[config.mk]
export PLATFORM = sky130hd
export DESIGN_NAME = ffc_converter
export DESIGN_NICKNAME = d
export VERILOG_FILES = /design/src/ffc_pkg.sv /design/src/ffc_mul_high.sv /design/src/ffc_converter.sv
export VERILOG_INCLUDE_DIRS = /design/src
export SDC_FILE = /design/constraint.sdc
export NUM_CORES = 2
export LEC_CHECK = 0
export ABC_AREA = 1
export BUFFER_PORTS_ARGS = -buffer_cell sky130_fd_sc_hd__buf_2
export CAP_MARGIN = 10
export CORE_UTILIZATION = 25
export CTS_BUF_LIST = sky130_fd_sc_hd__clkbuf_8
export DETAILED_ROUTE_END_ITERATION = 7
export PLACE_DENSITY = 0.4
export SYNTH_ARGS = -nofsm -noshare
export SYNTH_HDL_FRONTEND = slang
export SYNTH_HIERARCHICAL = 1
export SYNTH_SLANG_ARGS = --single-unit
[constraint.sdc]
create_clock -name clk -period 33.2 [get_ports clk]
set_input_delay 9.96 -clock clk [delete_from_list [all_inputs] [get_ports clk]]
set_output_delay 9.96 -clock clk [all_outputs]
set_load 0.005 [all_outputs]
[src/ffc_defines.svh]
// ffc_defines.svh: constants for the float format converter datapath.
// assumes inclusion by bare name from the package and the design files.
`ifndef FFC_DEFINES_SVH
`define FFC_DEFINES_SVH
`define FFC_WORD_W 32
`define FFC_EXP_W 8
`define FFC_FRAC_W 23
`define FFC_N_EXP_MSB 31
`define FFC_N_EXP_LSB 24
`define FFC_N_SIGN_BIT 23
`define FFC_I_SIGN_BIT 31
`define FFC_I_EXP_MSB 30
`define FFC_I_EXP_LSB 23
`define FFC_N_ZERO_EXP 8'h80
`define FFC_I_BIAS 8'h7F
`define FFC_I_EXP_MAX 8'hFF
`define FFC_N_EXP_MAX 8'h7F
`define FFC_N_ZERO_WORD 32'h80000000
`define FFC_N_POS_MAX 32'h7F7FFFFF
`define FFC_N_NEG_MAX 32'h7F800000
`define FFC_RESULT_RESET 32'h00000000
`endif

[src/ffc_pkg.sv]
// ffc_pkg.sv: operation and source types shared by the converter files.
// assumes ffc_defines.svh is on the include path.
`include "ffc_defines.svh"
package ffc_pkg;
  // one-hot operation codes issued by the pipeline
  typedef enum logic [4:0] {
    FFC_OP_NONE = 5'h01,
    FFC_OP_TO_STD = 5'h02,
    FFC_OP_FROM_STD = 5'h04,
    FFC_OP_MUL_SHI = 5'h08,
    FFC_OP_MUL_UHI = 5'h10
  } ffc_op_e;
  // where the source operand came from
  typedef enum logic [1:0] {
    FFC_SRC_MEMORY = 2'h1,
    FFC_SRC_EXTREG = 2'h2
  } ffc_src_e;
  typedef logic [`FFC_WORD_W-1:0] ffc_word_t;
endpackage

[src/ffc_mul_high.sv]
// ffc_mul_high.sv: combinational 32x32 multiplier returning the high product word.
// assumes the caller registers the result.
`timescale 1ns/1ns
module ffc_mul_high #(
  parameter int WIDTH = 32
) (
  input wire logic [WIDTH-1:0] op_a,
  input wire logic [WIDTH-1:0] op_b,
  input wire logic is_signed,
  output logic [WIDTH-1:0] high_word
);
  logic [2*WIDTH-1:0] prod_s;
  logic [2*WIDTH-1:0] prod_u;
  // both products formed; a mux picks signed or unsigned high half
  always_comb begin
    prod_s = (2*WIDTH)'($signed({{WIDTH{op_a[WIDTH-1]}}, op_a}) *
                      $signed({{WIDTH{op_b[WIDTH-1]}}, op_b}));
    prod_u = {{WIDTH{1'b0}}, op_a} * {{WIDTH{1'b0}}, op_b};
    high_word = is_signed ? prod_s[2*WIDTH-1:WIDTH] : prod_u[2*WIDTH-1:WIDTH];
  end
endmodule // ffc_mul_high

[src/ffc_converter.sv]
// ffc_converter.sv: float format converter and high-word multiplier datapath.
// assumes the pipeline presents one operation per cycle with its operands.
`timescale 1ns/1ns
`include "ffc_defines.svh"
module ffc_converter #(
  parameter int WIDTH = 32
) (
  input wire logic clk,
  input wire logic rst,
  input wire ffc_pkg::ffc_op_e op,
  input wire ffc_pkg::ffc_src_e src,
  input wire logic [WIDTH-1:0] operand_a,
  input wire logic [WIDTH-1:0] operand_b,
  output logic [WIDTH-1:0] result,
  output logic result_valid,
  output logic source_error,
  output logic [3:0] std_class
);
  import ffc_pkg::*;

  logic [WIDTH-1:0] result_reg, result_next;
  logic valid_reg, valid_next;
  logic err_reg, err_next;
  logic [3:0] class_reg, class_next;
  logic [WIDTH-1:0] mul_high;

  // field views of the operand
  logic [7:0] n_exp, i_exp;
  logic n_sign, i_sign;
  logic [22:0] n_frac, i_frac;
  logic [7:0] n_exp_p1;
  logic [WIDTH-1:0] to_std, from_std;
  logic i_zero, i_denorm, i_inf, i_nan;

  ffc_mul_high #(.WIDTH(WIDTH)) u_mul (
    .op_a(operand_a),
    .op_b(operand_b),
    .is_signed(op == FFC_OP_MUL_SHI),
    .high_word(mul_high)
  );

  // native layout: exponent, sign, fraction
  assign n_exp = operand_a[`FFC_N_EXP_MSB:`FFC_N_EXP_LSB];
  assign n_sign = operand_a[`FFC_N_SIGN_BIT];
  assign n_frac = operand_a[`FFC_FRAC_W-1:0];
  // standard layout: sign, biased exponent, fraction
  assign i_sign = operand_a[`FFC_I_SIGN_BIT];
  assign i_exp = operand_a[`FFC_I_EXP_MSB:`FFC_I_EXP_LSB];
  assign i_frac = operand_a[`FFC_FRAC_W-1:0];
  assign n_exp_p1 = 8'(n_exp + 8'h01);

  // classify a standard word
  always_comb begin
    i_zero = (i_exp == 8'h00) && (i_frac == 23'h000000);
    i_denorm = (i_exp == 8'h00) && (i_frac != 23'h000000);
    i_inf = (i_exp == `FFC_I_EXP_MAX) && (i_frac == 23'h000000);
    i_nan = (i_exp == `FFC_I_EXP_MAX) && (i_frac != 23'h000000);
  end

  // native to standard: mantissa 01.f is positive 1.f, 10.f is -(2 - 0.f)
  // negative with f==0 is exactly -2, so it carries into the exponent
  always_comb begin
    logic [22:0] mag;
    logic [8:0] e_b;
    mag = 23'h000000;
    e_b = 9'h000;
    to_std = 32'h00000000;
    if (n_exp == `FFC_N_ZERO_EXP) begin
      to_std = 32'h00000000;
    end else if (!n_sign) begin
      e_b = 9'({n_exp[7], n_exp} + 9'h07F);
      to_std = {1'b0, e_b[7:0], n_frac};
    end else if (n_frac == 23'h000000) begin
      // value -2^(e+1); e=127 would overflow, saturate to largest magnitude
      e_b = 9'({n_exp_p1[7], n_exp_p1} + 9'h07F);
      to_std = (n_exp == `FFC_N_EXP_MAX) ? 32'hFF7FFFFF : {1'b1, e_b[7:0], 23'h000000};
    end else begin
      mag = 23'(~n_frac + 23'h000001);
      e_b = 9'({n_exp[7], n_exp} + 9'h07F);
      to_std = {1'b1, e_b[7:0], mag};
    end
    // exponents below -126 give a zero biased field; flush to zero
    if (n_exp != `FFC_N_ZERO_EXP && e_b[7:0] == 8'h00) begin
      to_std = 32'h00000000;
    end
  end

  // standard to native: negative 1.f becomes -(1.f) in twos complement
  always_comb begin
    logic [7:0] e_n;
    logic [23:0] neg_m;
    e_n = 8'(i_exp - `FFC_I_BIAS);
    neg_m = 24'(~{1'b1, i_frac} + 24'h000001);
    if (i_zero || i_denorm) begin
      from_std = `FFC_N_ZERO_WORD;
    end else if (i_inf || i_nan) begin
      from_std = i_sign ? `FFC_N_NEG_MAX : `FFC_N_POS_MAX;
    end else if (!i_sign) begin
      from_std = {e_n, 1'b0, i_frac};
    end else if (i_frac == 23'h000000) begin
      // -1.0 is 2^(e-1) * 10.0, one exponent lower
      from_std = (e_n == `FFC_N_ZERO_EXP) ? `FFC_N_ZERO_WORD :
                 {8'(e_n - 8'h01), 1'b1, 23'h000000};
    end else begin
      from_std = {e_n, 1'b1, neg_m[22:0]};
    end
  end

  // next-state for the result register; one cycle per operation
  always_comb begin
    result_next = result_reg;
    valid_next = 1'b0;
    err_next = 1'b0;
    class_next = class_reg;
    unique case (op)
      FFC_OP_NONE: begin
        result_next = result_reg;
      end
      FFC_OP_TO_STD: begin
        result_next = to_std;
        valid_next = 1'b1;
      end
      FFC_OP_FROM_STD: begin
        // standard-format source must come from memory
        if (src == FFC_SRC_MEMORY) begin
          result_next = from_std;
          valid_next = 1'b1;
          class_next = {i_nan, i_inf, i_denorm, i_zero};
        end else begin
          err_next = 1'b1;
        end
      end
      FFC_OP_MUL_SHI, FFC_OP_MUL_UHI: begin
        result_next = mul_high;
        valid_next = 1'b1;
      end
      default: begin
        err_next = 1'b1;
      end
    endcase
  end

  // register stage feeding the extended-precision register write port
  always_ff @(posedge clk) begin
    if (rst) begin
      result_reg <= `FFC_RESULT_RESET;
      valid_reg <= 1'b0;
      err_reg <= 1'b0;
      class_reg <= 4'h0;
    end else begin
      result_reg <= result_next;
      valid_reg <= valid_next;
      err_reg <= err_next;
      class_reg <= class_next;
    end
  end

  assign result = result_reg;
  assign result_valid = valid_reg;
  assign source_error = err_reg;
  assign std_class = class_reg;
endmodule // ffc_converter

==> flow_summary_export.csv <==
group,metric,value,unit
route,wl_per_cell,21.2,um
grt,grt_pass1_vias,53100,
critical_path,critPathSlowestCell,"fa_1",
placement,dpl.hpwl,203,mm
yosys,syn-num-nets,9816,
critical_path,ff2ff_path_depth,2,
critical_path,critPathCapture,"result[29]$_SDFFE_PP0P_",
critical_path,crit_path_start,"operand_a[31]",
grt,grt_usage,19.9,%
yosys,synth_cell_types,45,
sta,tightest_slew,1.24,ns
sta,skew,0,ns
sta,drv_slew,0,
cts,clockRootBuffer,"clkbuf_8",
route,vias_per_cell,4.37,
floorplanning,die_w,489,um
sta,hold_viol,0,
sta,period_share,57.7,%
floorplanning,core_area,235000,um^2
yosys,synth-main-ff-cell,"dfxtp_1",
route,drc,0,
yosys,ys_ff_latch,38,
yosys,synth.area.top_cells,"fa_1 (50%), inv_1 (16%), nand2_1 (13%)",
route,drt_iter0_markers,2971,
floorplanning,rows,178,
final_layout,drive_above_1_share,2.86,%
hold_path,hold_path.class,"reg2reg",
sta,setup_viol,0,
final_layout,largest_register_ffs,32,
floorplanning,start_util,25.2,%
cts,cts_tree,"yes",
grt,overflow,0,
critical_path,end_kind,"register",
sta,min_period,19.15,ns
yosys,synth_cells,7886,
sta,rsz0062_at_grt,"false",
cts,cts_htree_levels,2,
sta,slew_headroom,17.0,%
floorplanning,die_h,489,um
yosys,yosys.area.top_type,"fa_1",
cts,clk_latency,0.31,ns
route,num_vias,47900,
final_layout,nets,9738,
critical_path,arrival,19.37,ns
grt,grt_max_degree,55,
cts,cts.repair.resized,0,
route,wl_met2,112,mm
floorplanning,die_area,239000,um^2
critical_path,worstSetupPathType,"in2reg",
yosys,synth_edf_count,0,
critical_path,cp-start-kind,"primary input",
final_layout,area_growth,6.91,%
critical_path,worstPathMaxFanout,50,
yosys,yosysSeqAreaShare,1.29,%
floorplanning,num_io_pins,111,
critical_path,r2r-end,"result[18]$_SDFFE_PP0P_",
sta,max_freq,52.2,MHz
critical_path,required,33.41,ns
route,wl_met1,107,mm
yosys,yosysTopAreaCellShare,49.7,%
cts,cts_buffer_depth,2,
cts,cts_hold_buf,0,
cts,cts_sinks,38,
yosys,syn-cell-area,59200,um^2
placement,gp_congestion,0.965,
run_status,outcome,"finished, final reports clean",
cts,cts_setup_buffers,0,
route,drt_pass1_iterations,6,
cts,clkTransAtPathRegs,0.09,ns
critical_path,worstReg2RegStart,"result[18]$_SDFFE_PP0P_",
yosys,ys_warn_count,6,
job,drv_cap,0,
critical_path,rrSetupSlack,32.42,ns
yosys,async_flop_share,0,%
route,wl_met3,9.13,mm
grt,antenna_found_initial,14,
yosys,syn_area_per_cell,7.50,um^2
route,antenna_left,0,
yosys,synth.most_common_cell,"inv_1",
cts,numCtsBuffers,5,
sta,setup-tns-final,0,ns
critical_path,critPathMaxStageDelay,0.95,ns
placement,portBuffers,110,
route,wirelength,232,mm
yosys,synth_common_cells,"inv_1 (2,494), nand2_1 (2,055), fa_1 (1,470), ha_1 (387), nor2_1 (345)",
route,route.top_layer_used,"met5",
grt,grt_pass1_wl,352,mm
-- final cells by class --
| type | count | area (um^2) |
|---|---|---|
| antenna | 1 | 2.50 |
| clock buffer | 6 | 82.6 |
| clock inverter | 2 | 12.5 |
| fill | 26200 | 172000 |
| inverter | 2497 | 9370 |
| multi-input combinational | 5081 | 48000 |
| sequential | 38 | 761 |
| tap | 3150 | 3940 |
| timing repair buffer | 185 | 1130 |
-- worst max-delay path, delay by kind of cell --
family | cells | cell delay (ns)
buf+inv | 10 | 1.95
simple gates | 10 | 2.13
fa+ha+maj | 9 | 4.92
compound gates | 3 | 0.31
-- worst min-delay path by stage --
stage / startpoint / endpoint / slack, ns / cells after the start
2_1_floorplan: std_class[0]$_SDFFE_PP0P_ / std_class[0]$_SDFFE_PP0P_ / 0.46 / 2
3_3_place_gp: std_class[3]$_SDFFE_PP0P_ / std_class[3]$_SDFFE_PP0P_ / 0.46 / 2
3_5_place_dp: std_class[3]$_SDFFE_PP0P_ / std_class[3]$_SDFFE_PP0P_ / 0.46 / 2
4_1_cts: std_class[3]$_SDFFE_PP0P_ / std_class[3]$_SDFFE_PP0P_ / 0.48 / 2
5_1_grt: std_class[2]$_SDFFE_PP0P_ / std_class[2]$_SDFFE_PP0P_ / 0.49 / 2
6_report: std_class[3]$_SDFFE_PP0P_ / std_class[3]$_SDFFE_PP0P_ / 0.47 / 2
-- cell usage in the layout, fill, tap and decap left out, types with 17 or more instances in the layout --
master and instances:
o21bai_1 29, nand2_1 2055, nand4_1 41, nand3b_1 22
dfxtp_1 38, ha_1 387, a211oi_1 18, buf_2 110
nor2_1 344, o21ai_0 139, xor2_1 30, inv_1 2493
buf_4 74, nor3_1 32, a21oi_1 243, nand3_1 182
xnor2_1 17, fa_1 1470
-- through the flow --
stage	setup WS [ns]	instances	hold slack [ns]	util [%]	instance area (um^2)
final	14.05	11000	0.473	26.9	63300
after global routing	13.52	11000	0.490	26.9	63300
after CTS	14.03	11000	0.476	26.9	63300
after detailed placement	13.72	11000	0.461	26.9	63200
after global placement	13.75	11000	0.456	26.9	63200
after floorplan	15.95	7886	0.461	-	59200
-- metal layers --
metal / GRT usage (%) / up-vias
li1: - / 22000
met4: 2.85 / 4
met1: 27.7 / 24700
met3: 1.55 / 139
met2: 34.0 / 1039
met5: 0 / -
-- logic make-up (layout without fill, tap and decap cells) --
group           count (synthesis)  after routing  share of synthesized area [%]
fa+ha+maj                    1857           1857                           57.9
flops                          38             38                           1.29
buf+inv                      2767           2690                           17.7
other cells                     0              1                              0
xor+xnor                       47             47                          0.696
simple gates                 2720           2720                           18.3
compound gates                457            457                           4.15
Power is left out: the tool's default activity adds up to more than one toggle a clock period on the data nets, which glitch-free logic cannot reach.
